<file path="config.mk">
export PLATFORM = sky130hd
export DESIGN_NAME = srse_exec
export DESIGN_NICKNAME = d
export VERILOG_FILES = /design/src/shared/srse_pkg.sv /design/src/logic/srse_stack.sv /design/src/logic/srse_exec.sv
export SDC_FILE = /design/constraint.sdc
export NUM_CORES = 1
export LEC_CHECK = 0
export BUFFER_PORTS_ARGS = -buffer_cell sky130_fd_sc_hd__buf_2
export CORE_AREA = 8 8 109 111
export CTS_BUF_LIST = sky130_fd_sc_hd__clkbuf_4 sky130_fd_sc_hd__clkbuf_8
export CTS_CLUSTER_DIAMETER = 120
export DETAILED_ROUTE_END_ITERATION = 12
export DIE_AREA = 0 0 117 119
export GPL_ROUTABILITY_DRIVEN = 0
export PLACE_DENSITY = 0.86
export SYNTH_ARGS = -nofsm -noshare
export SYNTH_HDL_FRONTEND = slang
export SYNTH_SLANG_ARGS = --single-unit
</file>
<file path="constraint.sdc">
create_clock -name clk_i -period 4.15 [get_ports clk_i]
set_input_delay 0.415 -clock clk_i [delete_from_list [all_inputs] [get_ports clk_i]]
set_output_delay 0.415 -clock clk_i [all_outputs]
set_load 0.01 [all_outputs]
</file>
<file path="src/shared/srse_pkg.sv">
// Package: encodings, field positions, flag layout and cycle phases
package srse_pkg;

  // Opcode encodings (upper six bits of the 16-bit instruction word; push is the whole word)
  localparam logic [15:0] SRSE_OP_PUSH = 16'h0005;
  localparam logic [5:0] SRSE_OP_RLNC = 6'h11;   // 0100 01da
  localparam logic [5:0] SRSE_OP_RRC = 6'h0C;    // 0011 00da
  localparam logic [5:0] SRSE_OP_SUBB = 6'h16;   // 0101 10da

  // Instruction word fields
  localparam int SRSE_OP_LSB = 10;
  localparam int SRSE_D_BIT = 9;
  localparam int SRSE_A_BIT = 8;

  // Status flag positions
  localparam int SRSE_FLG_C = 0;
  localparam int SRSE_FLG_DC = 1;
  localparam int SRSE_FLG_Z = 2;
  localparam int SRSE_FLG_OV = 3;
  localparam int SRSE_FLG_N = 4;

  // Addressing
  localparam logic [7:0] SRSE_IDX_LIMIT = 8'h5F;
  localparam logic [3:0] SRSE_ACC_HI_BANK = 4'hF;
  localparam logic [7:0] SRSE_ACC_SPLIT = 8'h60;

  // Increment of the program counter on a push
  localparam logic [20:0] SRSE_PC_STEP = 21'h00_0002;

  // Return stack
  localparam int SRSE_STK_DEPTH = 31;
  localparam int SRSE_STK_AW = 5;

  // Reset values
  localparam logic [7:0] SRSE_RST_W = 8'h00;
  localparam logic [4:0] SRSE_RST_FLAGS = 5'h00;
  localparam logic [4:0] SRSE_RST_PTR = 5'h00;

  typedef enum logic [1:0] {
    SRSE_Q1 = 2'b00,
    SRSE_Q2 = 2'b01,
    SRSE_Q3 = 2'b11,
    SRSE_Q4 = 2'b10
  } srse_phase_t;

  typedef enum logic [2:0] {
    SRSE_K_NONE,
    SRSE_K_PUSH,
    SRSE_K_RLNC,
    SRSE_K_RRC,
    SRSE_K_SUBB
  } srse_kind_t;

  // File-register access request toward the data memory
  typedef struct packed {
    logic        rd;
    logic        wr;
    logic [11:0] addr;
    logic [7:0]  wdata;
  } srse_fmem_t;

endpackage : srse_pkg

</file>
<file path="src/logic/srse_stack.sv">
// Hardware return stack with registered top-of-stack output
module srse_stack
  import srse_pkg::*;
(
  input  wire logic        clk_i,    // Core clock
  input  wire logic        nrst_i,   // Async reset, active low
  input  wire logic        push_i,   // Push strobe
  input  wire logic [20:0] data_i,   // Value pushed
  output logic [20:0]      top_o,    // Top of return stack
  output logic [4:0]       level_o   // Current depth
);

  logic [20:0] mem_ff [SRSE_STK_DEPTH];
  logic [4:0] ptr_ff;
  logic [20:0] top_ff;

  // ==========================================================
  // Storage: earlier entries stay put, so the old top sits one
  // level down once the pointer advances
  always_ff @(posedge clk_i) begin
    // A full stack keeps its entries; no write past the last slot
    if (push_i && (ptr_ff != 5'(SRSE_STK_DEPTH))) begin
      mem_ff[ptr_ff] <= data_i;
    end
  end

  always_ff @(posedge clk_i or negedge nrst_i) begin
    if (!nrst_i) begin
      ptr_ff <= SRSE_RST_PTR;
      top_ff <= '0;
    end else if (push_i) begin
      // Saturates at full depth; overflow reporting is not kept here
      if (ptr_ff != 5'(SRSE_STK_DEPTH)) begin
        ptr_ff <= ptr_ff + 5'h01;
      end
      top_ff <= data_i;
    end
  end

  assign top_o = top_ff;
  assign level_o = ptr_ff;

endmodule // srse_stack

</file>
<file path="src/logic/srse_exec.sv">
// Execution unit: push, rotate left, rotate right through carry, sub-borrow
// ==========================================================
// Overview of operation
// - Push writes program counter plus two onto top of return stack.
// - Push moves old top one level deeper; flags unchanged.
// - Rotate left moves bit 7 into bit 0; only N and Z change.
// - Subtract with borrow: f minus W minus inverted carry; five flags.
// - Destination bit 0 writes W; bit 1 writes back the file register.
// - Access bit 0 selects access bank; 1 uses bank select register.
// - Extended set, access bit 0, address up to 5Fh: indexed offset.
module srse_exec
  import srse_pkg::*;
(
  input  wire logic        clk_i,       // Core clock
  input  wire logic        nrst_i,      // Async reset, active low
  input  wire logic        ins_vld_i,   // Instruction word valid at Q1
  input  wire logic [15:0] ins_i,       // Instruction word
  input  wire logic [20:0] pc_i,        // Address of this instruction
  input  wire logic [3:0]  bank_select_register_i, // Bank select
  input  wire logic        ext_set_i,   // Extended instruction set on
  input  wire logic [11:0] fsr2_i,      // Index base for offset mode
  input  wire logic [7:0]  frd_i,       // File read data, valid at Q3
  output srse_fmem_t       fmem_o,      // File memory request
  output logic [7:0]       w_o,         // Working accumulator
  output logic [4:0]       flags_o,     // N OV Z DC C
  output logic [20:0]      top_of_return_stack_o, // Stack top
  output logic [4:0]       stk_level_o, // Stack depth
  output srse_phase_t      phase_o,     // Current Q phase
  output logic             done_o       // Instruction retired pulse
);

  srse_phase_t phase_ff;
  srse_kind_t kind_ff;
  logic [15:0] ins_ff;
  logic [20:0] pc_ff;
  logic [7:0] w_ff;
  logic [4:0] flg_ff;
  logic [7:0] opnd_ff;
  srse_fmem_t fm_ff;
  logic done_ff;
  logic [11:0] addr;
  logic [7:0] f8;
  logic dbit;
  logic abit;
  srse_kind_t kind_dec;
  logic [7:0] nxt_res;
  logic [4:0] nxt_flg;
  logic [8:0] sum9;
  logic [4:0] sum5;
  logic [7:0] nw;
  logic stk_push;

  // ==========================================================
  // Decode
  always_comb begin
    kind_dec = SRSE_K_NONE;
    if (ins_i == SRSE_OP_PUSH) begin
      kind_dec = SRSE_K_PUSH;
    end else if (ins_i[15:SRSE_OP_LSB] == SRSE_OP_RLNC) begin
      kind_dec = SRSE_K_RLNC;
    end else if (ins_i[15:SRSE_OP_LSB] == SRSE_OP_RRC) begin
      kind_dec = SRSE_K_RRC;
    end else if (ins_i[15:SRSE_OP_LSB] == SRSE_OP_SUBB) begin
      kind_dec = SRSE_K_SUBB;
    end
  end

  // The read leaves at the Q1 edge, before the word reaches ins_ff,
  // so in Q1 the operand address comes from the word being taken
  assign f8 = (phase_ff == SRSE_Q1) ? ins_i[7:0] : ins_ff[7:0];
  assign dbit = ins_ff[SRSE_D_BIT];
  assign abit = (phase_ff == SRSE_Q1) ? ins_i[SRSE_A_BIT]
                                      : ins_ff[SRSE_A_BIT];

  // ==========================================================
  // Operand address
  always_comb begin
    if (abit) begin
      addr = {bank_select_register_i, f8};
    end else if (ext_set_i && (f8 <= SRSE_IDX_LIMIT)) begin
      addr = fsr2_i + {4'h0, f8};
    end else if (f8 < SRSE_ACC_SPLIT) begin
      addr = {4'h0, f8};
    end else begin
      addr = {SRSE_ACC_HI_BANK, f8};
    end
  end

  // ==========================================================
  // Four-phase sequencer; idles in Q1 without a valid word
  always_ff @(posedge clk_i or negedge nrst_i) begin
    if (!nrst_i) begin
      phase_ff <= SRSE_Q1;
    end else begin
      unique case (phase_ff)
        SRSE_Q1: if (ins_vld_i) phase_ff <= SRSE_Q2;
        SRSE_Q2: phase_ff <= SRSE_Q3;
        SRSE_Q3: phase_ff <= SRSE_Q4;
        SRSE_Q4: phase_ff <= SRSE_Q1;
      endcase
    end
  end

  always_ff @(posedge clk_i or negedge nrst_i) begin
    if (!nrst_i) begin
      kind_ff <= SRSE_K_NONE;
      ins_ff <= '0;
      pc_ff <= '0;
    end else if (phase_ff == SRSE_Q1 && ins_vld_i) begin
      kind_ff <= kind_dec;
      ins_ff <= ins_i;
      pc_ff <= pc_i;
    end
  end

  // Push happens in Q2 only
  assign stk_push = (phase_ff == SRSE_Q2) && (kind_ff == SRSE_K_PUSH);

  // ==========================================================
  // Operand capture in Q3, from the read issued in Q2
  always_ff @(posedge clk_i or negedge nrst_i) begin
    if (!nrst_i) begin
      opnd_ff <= '0;
    end else if (phase_ff == SRSE_Q3) begin
      opnd_ff <= frd_i;
    end
  end

  // ==========================================================
  // Arithmetic
  assign sum9 = {1'b0, opnd_ff} + {1'b0, ~w_ff} + {8'h00, flg_ff[SRSE_FLG_C]};
  assign sum5 = {1'b0, opnd_ff[3:0]} + {1'b0, ~w_ff[3:0]}
              + {4'h0, flg_ff[SRSE_FLG_C]};

  always_comb begin
    nxt_res = opnd_ff;
    nxt_flg = flg_ff;
    unique case (kind_ff)
      SRSE_K_RLNC: begin
        nxt_res = {opnd_ff[6:0], opnd_ff[7]};
      end
      SRSE_K_RRC: begin
        nxt_res = {flg_ff[SRSE_FLG_C], opnd_ff[7:1]};
        nxt_flg[SRSE_FLG_C] = opnd_ff[0];
      end
      SRSE_K_SUBB: begin
        // f + ~W + C equals f - W - ~C; carry set means no borrow
        nxt_res = sum9[7:0];
        nxt_flg[SRSE_FLG_C] = sum9[8];
        nxt_flg[SRSE_FLG_DC] = sum5[4];
        nxt_flg[SRSE_FLG_OV] = (opnd_ff[7] != w_ff[7])
                             && (sum9[7] != opnd_ff[7]);
      end
      default: begin
      end
    endcase
    if (kind_ff == SRSE_K_RLNC || kind_ff == SRSE_K_RRC
        || kind_ff == SRSE_K_SUBB) begin
      nxt_flg[SRSE_FLG_Z] = (nxt_res == 8'h00);
      nxt_flg[SRSE_FLG_N] = nxt_res[7];
    end
  end

  // ==========================================================
  // Destination write at end of Q4
  logic alu_op;
  assign alu_op = (kind_ff == SRSE_K_RLNC) || (kind_ff == SRSE_K_RRC)
               || (kind_ff == SRSE_K_SUBB);

  always_comb begin
    nw = w_ff;
    if (phase_ff == SRSE_Q4 && alu_op && !dbit) begin
      nw = nxt_res;
    end
  end

  always_ff @(posedge clk_i or negedge nrst_i) begin
    if (!nrst_i) begin
      w_ff <= SRSE_RST_W;
      flg_ff <= SRSE_RST_FLAGS;
    end else begin
      w_ff <= nw;
      // Push never reaches here, so flags hold on a push
      if (phase_ff == SRSE_Q4 && alu_op) begin
        flg_ff <= nxt_flg;
      end
    end
  end

  // File memory request: read in Q2; the write leaves at the end of Q4,
  // once the operand is in, and shows together with done
  always_ff @(posedge clk_i or negedge nrst_i) begin
    if (!nrst_i) begin
      fm_ff <= '0;
      done_ff <= 1'b0;
    end else begin
      fm_ff.rd <= (phase_ff == SRSE_Q1) && ins_vld_i
               && (kind_dec != SRSE_K_PUSH) && (kind_dec != SRSE_K_NONE);
      fm_ff.wr <= (phase_ff == SRSE_Q4) && alu_op && dbit;
      fm_ff.addr <= addr;
      fm_ff.wdata <= nxt_res;
      done_ff <= (phase_ff == SRSE_Q4);
    end
  end

  // ==========================================================
  // Return stack
  srse_stack u_stack (
    .clk_i   (clk_i),
    .nrst_i  (nrst_i),
    .push_i  (stk_push),
    .data_i  (pc_ff + SRSE_PC_STEP),
    .top_o   (top_of_return_stack_o),
    .level_o (stk_level_o)
  );

  assign fmem_o = fm_ff;
  assign w_o = w_ff;
  assign flags_o = flg_ff;
  assign phase_o = phase_ff;
  assign done_o = done_ff;

endmodule // srse_exec

</file>
# Yosys cells after proc, flatten, opt, wreduce, memory -nomap -nowiden

Index checks and enable logic that the tools add are counted.

Output and inout bits: 64
Word-level logic and storage cells: 76
Bits in registers: 106
Bits of input ports: 65

Reductions and logical operators: 20
Add/sub/neg operators: 7
Equal/unequal tests: 16
Bitwise logic cells: 2
Magnitude comparators: 2
Muxes and demuxes: 13

Operators by type and width:

| kind                  | count |
|---|---|
| $mux 12               | 3 |
| $pmux 8 s3            | 1 |
| $add 21x2->21 const B | 1 |
| $eq 16x3->1 const B   | 1 |
| $add 12x8->12         | 1 |
| $eq 6x5->1 const B    | 2 |
| $mux 3                | 4 |
| $add 8x8->9           | 1 |
| $add 9x1->9           | 1 |
| $logic_and 1x1->1     | 9 |
| $le 8x7->1 const B    | 1 |
| $logic_not 8->1       | 1 |
| $lt 8x7->1 const B    | 1 |
| $mux 8                | 1 |
| $not 8->8             | 1 |
| $pmux 2 s4            | 1 |
| $reduce_and 2->1      | 4 |
| $eq 3x2->1 const B    | 2 |
| $eq 6x4->1 const B    | 1 |
| $add 4x4->5           | 1 |
| $add 5x1->5           | 1 |
| $add 5x1->5 const B   | 1 |
| $ne 5x5->1 const B    | 1 |
| $eq 2x2->1 const B    | 2 |
| 15 further kinds      | 17 |

# Longest topological paths before layout

Gate-level depths: netlist of run 1.

Word-level depth: 8
Depth in mapped cells: 12
Gate-level depth less buffers: 11

# Modules after synthesis

Synthesis of run 1 repeated with hierarchy kept, for this count alone.

Cell total of the unflattened synthesis: 554
Area total of the unflattened synthesis: 5540.3 sq um

Modules (own cells, without submodules):

| module     | area each (sq um) | cells each | times used |
|---|---|---|---|
| srse_exec  | 4538.1            | 494        | 1 |
| srse_stack | 1002.2            | 60         | 1 |

# Least setup slack after synthesis of run 1

Ideal clock, no wire load.

Path type: register to register
Start: register phase_ff[0], in the netlist phase_o[0]
End: register fm_ff, in the netlist fmem_o[19]
Clock period less this slack: 2.636 ns
Data arrival time: 2.550 ns
Cell stages (with the launch flop): 12
Required time: 4.064 ns
Slack: 1.514 ns
Cell sequence: dfrtp_1 nor2_1 buf_2 mux2i_1 inv_1 ha_1 a21oi_1 o211ai_1 a31o_2 a21o_1 and4b_1 nor3_1

Longest elaborated chain between the ends: 6

RTL lines:

| element                                      | line                             | RTL |
|---|---|---|
| start: declaration                           | srse_exec.sv:32                  | `srse_phase_t phase_ff;` |
| start signal: assignment                     | srse_exec.sv:93                  | `phase_ff <= SRSE_Q1;` |
| start signal: assignment                     | srse_exec.sv:96                  | `SRSE_Q1: if (ins_vld_i) phase_ff <= SRSE_Q2;` |
| start signal: assignment                     | srse_exec.sv:97                  | `SRSE_Q2: phase_ff <= SRSE_Q3;` |
| $logic_not 2->1 (*)                          | srse_exec.sv:70, srse_exec.sv:72 |  |
| $mux 8                                       | srse_exec.sv:70                  | `assign f8 = (phase_ff == SRSE_Q1) ? ins_i[7:0] : ins_ff[7:0];` |
| $lt 8x7->1 or $le 8x7->1 (tied branches)     | srse_exec.sv:82, srse_exec.sv:80 |  |
| $mux 12 or $logic_and 1x1->1 (tied branches) | srse_exec.sv:82, srse_exec.sv:80 |  |
| $mux 12                                      | srse_exec.sv:80                  | `end else if (ext_set_i && (f8 <= SRSE_IDX_LIMIT)) begin` |
| $mux 12 (*)                                  | srse_exec.sv:78                  | `if (abit) begin` |
| via addr[11]                                 | srse_exec.sv:41                  | `logic [11:0] addr;` |
| end: declaration                             | srse_exec.sv:39                  | `srse_fmem_t fm_ff;` |

Mark *: on every way through the listed nets, which the timed path passes. The rest lies on a longest branch.
A chain may end at the register's enable or synchronous reset.

# Final worst setup path of run 1

Ends and elaborated chain as after synthesis.

==> results of run 1 <==
-- synth_stat cells (11+ instances only) --
cell / n
dfrtp_1: 106
mux2_2: 56
nand2_1: 49
o21ai_0: 36
nor2_1: 27
inv_1: 21
ha_1: 18
xor2_1: 18
a21oi_1: 17
xnor2_1: 14
nand3_1: 13
nor3_1: 11
-- where the power goes --
group | switching, uW | internal, uW
Sequential | 409 | 1520
Clock | 388 | 239
Combinational | 1380 | 1190
-- per-layer routing --
layer | GRT usage [%] | share of wire, % | vias to the layer above
li1 | - | - | 2086
met1 | 25.5 | 42 | 2097
met2 | 31.9 | 48 | 167
met3 | 3.39 | 7.2 | 28
met4 | 8.49 | 2.9 | 0
met5 | 0 | 0 | -
-- critical path, stage by stage (launching register included) --
cell      delay [ns]
dfrtp_1         0.45
nor2_1          0.74
mux2i_1         0.42
inv_1           0.08
ha_1            0.29
a21oi_1         0.25
o211ai_1        0.19
a31o_2          0.29
a21o_1          0.19
and4b_1         0.17
nor3_1          0.17
-- cell families after synthesis --
kind of cell,Yosys count
and+or+nand+nor,147
AOI/OAI and AO/OA,106
muxes,60
xor gates and xnor gates,32
DFF,106
buffers and inverters,37
adders and majority gates,21
-- worst max path at each step --
stage	start	to	slack, ns	cells after the start
detailed placement	phase_o[0]	fmem_o[19]	0.87	10
global route	phase_o[0]	fmem_o[19]	0.50	10
global placement	phase_o[0]	fmem_o[18]	1.07	11
CTS	phase_o[0]	fmem_o[19]	0.84	10
finish	phase_o[0]	fmem_o[19]	0.83	10
floorplan	phase_o[0]	fmem_o[19]	1.51	11
-- metrics by stage --
stage                     setup WS, ns  area (um^2)  utilization (%)  instances  power [uW]
after floorplan                   1.51         5500                -        509        3680
final                            0.826         6440             63.9        777        5130
after CTS                        0.841         6440             63.9        777        5130
after global routing             0.504         6440             63.9        777        5510
after detailed placement         0.865         6240             61.9        761        4480
after global placement            1.07         6240             61.9        761        4320
-- flip-flops by register name (all words and copies together) (netlist names) --
name and cells:
flags_o 5, u_stack.level_o 5, ins_ff 10, opnd_ff 8, u_stack.top_o 21, kind_ff 3, w_o 8, done_o 1
pc_ff 21, phase_o 2, fmem_o 22
-- layout make-up --
class                           instances  area, um^2  area share [%]
Clock inverter                          7        77.6            1.20
Timing Repair Buffer                  132         673            10.4
Multi-Input combinational cell        366        2670            41.4
Clock buffer                            9         124            1.92
Sequential cell                       106        2650            41.2
Inverter                               21        78.8            1.22
Tap cell                              136         170            2.64
==> impl_results.md, run 1 <==
- CTS tree: yes
- Total Wirelength: 13400 um
- Port buffer count: 128
- Largest family of logic cells by synthesized area: simple AND/OR/NAND/NOR gates
- Syn_nets: 595
- FP Rows: 37
- Clock sink total: 106
- FF-to-FF End: fmem_o[19]
- Flop2flop setup slack: 0.83 ns
- Final ANT Viol Nets: 0
- Vias per cell: 5.63
- CP startpoint kind: register
- Die area: 13900 um^2
- Peak Freq: 301 MHz
- Final period utilization: 80.1%
- Post-CTS setup buffer count: 0
- Die height: 119 um
- Yosys reg bits: 106
- Crit path DAT: 3.60 ns
- Nets: 722
- Cell taking the most area after synthesis: dfrtp_1
- Wire per inst: 17.3 um
- Power per Cell Area: 795 nW/um^2
- Post-synth top area share: 48.3%
- Post-Synth XOR/XNOR Area: 5.10%
- First-pass GRT wire length: 22000 um
- RSZ-0062 raised after global routing: false
- Drt first pass iters: 5
- Min-delay worst type: input pin to asynchronous set/reset pin
- DIE WIDTH: 117 um
- Synthesis-to-layout area growth: 17.3%
- Layout cells sized above 1: 34.3%
- Compound-gate portion of the synthesized area: 12.6%
- Post-CTS resize count: 0
- Max cap viols: 0
- Outcome: completed
- Mapped Cells: 509
- Cts bufs inserted: 9
- Synth Area per Inst: 10.8 um^2
- Async SR Flop Fraction: 100%
- Longest Clk Path Bufs: 2
- EDFF count, synth: 0
- Fin. Hold Viols: 0
- Worst Path Class, Setup: register to register
- 1st-iter DRT viols: 272
- Simple-gate area share of the yosys netlist: 13.4%
- Leading cell type in the layout, fill and taps excluded: buf_2
- Clock-pin slew on the worst setup and hold paths: 0.11 ns
- Lkg Pwr: 0.00299 uW
- Seq/Total Area, Yosys: 48.3%
- R2r worst-path depth: 10
- Via Count: 4378
- DP Wirelength: 10400 um
- Min Clock Period, post-route: 3.32 ns
- CP required: 4.42 ns
- Drt drc: 0
- Max-slew violations: 0
- Setup Skew: 0.0261 ns
- Hold Slack: 0.117 ns
- YS warnings: 0
- Mux cell area share after synthesis: 12.2%
- Ys flop type: dfrtp_1
- Hold_buf cts: 0
- Core ar.: 10100 um^2
- Setup crit end kind: register
- Antenna cells: 0
- Final setup TNS: 0 ns
- H-tree lvl count: 3
- Worst skew pair latency: 0.37 ns
- Antenna violations before repair: 0
- Critical path peak fanout: 12
- Reg-to-Reg Start: phase_o[0]
- Io pins: 129
- Max VDD drop: 0.000391 V
- GRT Residual Overflow: 0
- Tightest Pin Transition: 0.922 ns
- GRT Total Usage: 19.8%
- Clock root cell: clkbuf_8
- Relative slew slack: 38.3%
- Starting Density: 54.5%
- Commonest non-fill, non-tap cells in the layout: buf_2, dfrtp_1, mux2_2, nand2_1, o21ai_0
- Vias in the first global route: 4398
- FILL cells: 817
- Mapped Area: 5500 um^2
- Adder-Cell Fraction of Synth Area: 5.19%
- Setup violators final: 0
- Ranking of synthesized cells by area: dfrtp_1, mux2_2, ha_1
- Pin count of the biggest net entering global routing: 62
- Count of cell types in the netlist: 67
No activity file was read; power rests on OpenSTA's default activity.
==> run 2: changes to the inputs <==
==> constraint.sdc (replaced) <==
create_clock -name clk_i -period 3.4 [get_ports clk_i]
set_input_delay 0.34 -clock clk_i [delete_from_list [all_inputs] [get_ports clk_i]]
set_output_delay 0.34 -clock clk_i [all_outputs]
set_load 0.01 [all_outputs]
==> run 2 against run 1 <==
Net effect: clock skew shrank 0.0098 ns; critical path depth unchanged; first-iteration DRC count is 12% lower; combinational power increased by 21%; largest power group unchanged; register-to-register slack got worse by 0.43 ns; critical path type unchanged; sequential cell count is the same; sequential power increased by 22%; utilization up 0.27 points; total power grew 23%.
==> impl_results.md, run 2 (synthesized netlist as in run 1, its figures left out) <==
- Outcome: completed
- Clock power share: 13.2% (+1.0 points)
- Max-slew violations: 0 (unchanged)
- CTS tree: yes
- Setup violators final: 0 (unchanged)
- Worst skew pair latency: 0.36 ns (about the same)
- Commonest non-fill, non-tap cells in the layout: buf_2, dfrtp_1, mux2_2, nand2_1, o21ai_0
- Final non-filler cell total: 778 (+0.13%)
- Final period utilization: 88.5% (+8.4 points)
- Crit path DAT: 3.25 ns (-0.35 ns)
- Clock-pin slew on the worst setup and hold paths: 0.11 ns (about the same)
- Critical path destination: fmem_o[19]
- Combinational share of power: 49.6% (-0.6 points)
- Max VDD drop: 0.000480 V (+23%)
- Reg-to-Reg Start: phase_o[0]
- Clock root cell: clkbuf_8
- Max FFs per register: 22 (unchanged)
- Setup Skew: 0.0163 ns (-0.00984 ns)
- Final ANT Viol Nets: 0 (unchanged)
- Fin. Hold Viols: 0 (unchanged)
- Die area: 13900 um^2 (unchanged)
- Hold Slack: 0.175 ns (+0.0579 ns)
- Vias in the first global route: 4459 (+1.4%)
- Total Wirelength: 13200 um (-1.7%)
- Psw: 2600 uW (+19%)
- Die height: 119 um (unchanged)
- CP required: 3.64 ns (-0.78 ns)
- Synthesis-to-layout area growth: 17.8%
- First-pass GRT wire length: 21600 um (-1.9%)
- Placed cell count: 762 (+0.13%)
- Reg power frac: 37.2% (-0.3 points)
- Via Count: 4372 (-0.14%)
- Cts bufs inserted: 9 (unchanged)
- 1st-iter DRT viols: 239 (-12%)
- Relative slew slack: 24.4% (-14 points)
- Longest Clk Path Bufs: 2 (unchanged)
- Worst Path Class, Setup: register to register
- Worst Setup SP: phase_o[0]
- Design area: 6470 um^2 (+0.43%)
- Setup Slack @ Placement: 0.449 ns (-0.417 ns)
- Antenna cells: 0 (unchanged)
- DIE WIDTH: 117 um (unchanged)
- Min-delay worst type: input pin to asynchronous set/reset pin
- Tightest Pin Transition: 1.13 ns (+0.213 ns)
- Peak Freq: 332 MHz (+10%)
- H-tree lvl count: 3 (unchanged)
- Hold_buf cts: 0 (unchanged)
- R2r worst-path depth: 10 (unchanged)
- Critical path peak fanout: 7 (-5)
- Final setup TNS: 0 ns (unchanged)
- Post-CTS setup buffer count: 0 (unchanged)
- Max cap viols: 0 (unchanged)
- Vias per cell: 5.62 (-0.27%)
- Leading cell type in the layout, fill and taps excluded: buf_2
- Setup crit end kind: register
- CP startpoint kind: register
- Final WS setup: 0.391 ns (-0.435 ns)
- Power per Cell Area: 972 nW/um^2 (+22%)
- FF-to-FF End: fmem_o[19]
- Min Clock Period, post-route: 3.01 ns (-0.315 ns)
- Lkg Pwr: 0.00300 uW (+0.65%)
- Drt first pass iters: 5 (unchanged)
- Drt drc: 0 (unchanged)
- Core ar.: 10100 um^2 (unchanged)
- Layout cells sized above 1: 34.4% (+0.10 points)
- Flop2flop setup slack: 0.39 ns (-0.43 ns)
- Wire per inst: 16.9 um (-1.9%)
- GRT Total Usage: 19.2% (-0.60 points)
- Int Power: 3690 uW (+25%)
- GRT Residual Overflow: 0 (unchanged)
- DP Wirelength: 10200 um (-1.7%)
- RSZ-0062 raised after global routing: false
- Pin count of the biggest net entering global routing: 95 (+53%)
- Post-CTS resize count: 0 (unchanged)
- Antenna violations before repair: 0 (unchanged)
- FP Rows: 37 (unchanged)
- Post-DP Area: 6250 um^2 (+0.12%)
- Nets: 723 (+0.14%)
- Net Sw Frac: 41.3% (-1.2 points)
- Port buffer count: 128 (unchanged)
- Io pins: 129 (unchanged)
- Clock sink total: 106 (unchanged)
- Starting Density: 54.5% (unchanged)
## run 2: cell count changes in the layout (fill, tap and decap cells not counted)
cell and change:
inv_6 -1, clkbuf_8 +1, clkinv_8 -1, buf_4 +1, bufinv_16 +1, clkinvlp_4 -1, clkinv_4 +1
## run 2: power by group through the flow
stage	sequential [uW]	combinational (uW)	clock, uW
after floorplan	2410	2070	0
after global placement	2320	2970	0
after detailed placement	2360	3110	0
after CTS	2340	3120	847
after global routing	2420	3440	895
final	2340	3120	830
## run 2: layout make-up
cell class / instances / area (um^2)
Clock buffer: 10 / 138
Clock inverter: 6 / 83.8
Fill cell: 809 / 3620
Inverter: 21 / 78.8
Multi-Input combinational cell: 366 / 2670
Sequential cell: 106 / 2650
Tap cell: 136 / 170
Timing Repair Buffer: 133 / 681
## run 2: worst min-delay path by stage
stage,from,end,slack [ns]
finish,nrst_i,fmem_o[3],0.18
global route,pc_i[6],pc_ff[6],0.18
CTS,pc_i[5],pc_ff[5],0.19
detailed placement,u_stack.top_o[15],u_stack.top_o[15],0.46
global placement,phase_o[0],phase_o[1],0.45
floorplan,nrst_i,done_o,0.04
## run 2: critical path: stages, from the launching register on
cell,delay [ns]
dfrtp_1,0.45
nor2_1,0.44
buf_4,0.25
mux2_2,0.36
ha_1,0.24
nor3_1,0.20
o211ai_1,0.16
a31o_2,0.28
a21o_1,0.19
a211oi_1,0.23
nor3_1,0.09
## run 2: metal layers
metal	part of all wire, %	GRT usage [%]	wire (um)	vias up
met1	42	23.7	5540	2121
li1	-	-	-	2079
met5	0	0	0	-
met3	6.9	4.19	912	18
met4	1.6	6.65	212	0
met2	49	32.1	6520	154
## run 2: through the flow
step	total power [uW]	utilization [%]
6_report	6290	64.1
2_1_floorplan	4490	-
4_1_cts	6300	64.1
5_1_grt	6760	64.1
3_5_place_dp	5470	61.9
3_3_place_gp	5300	61.9
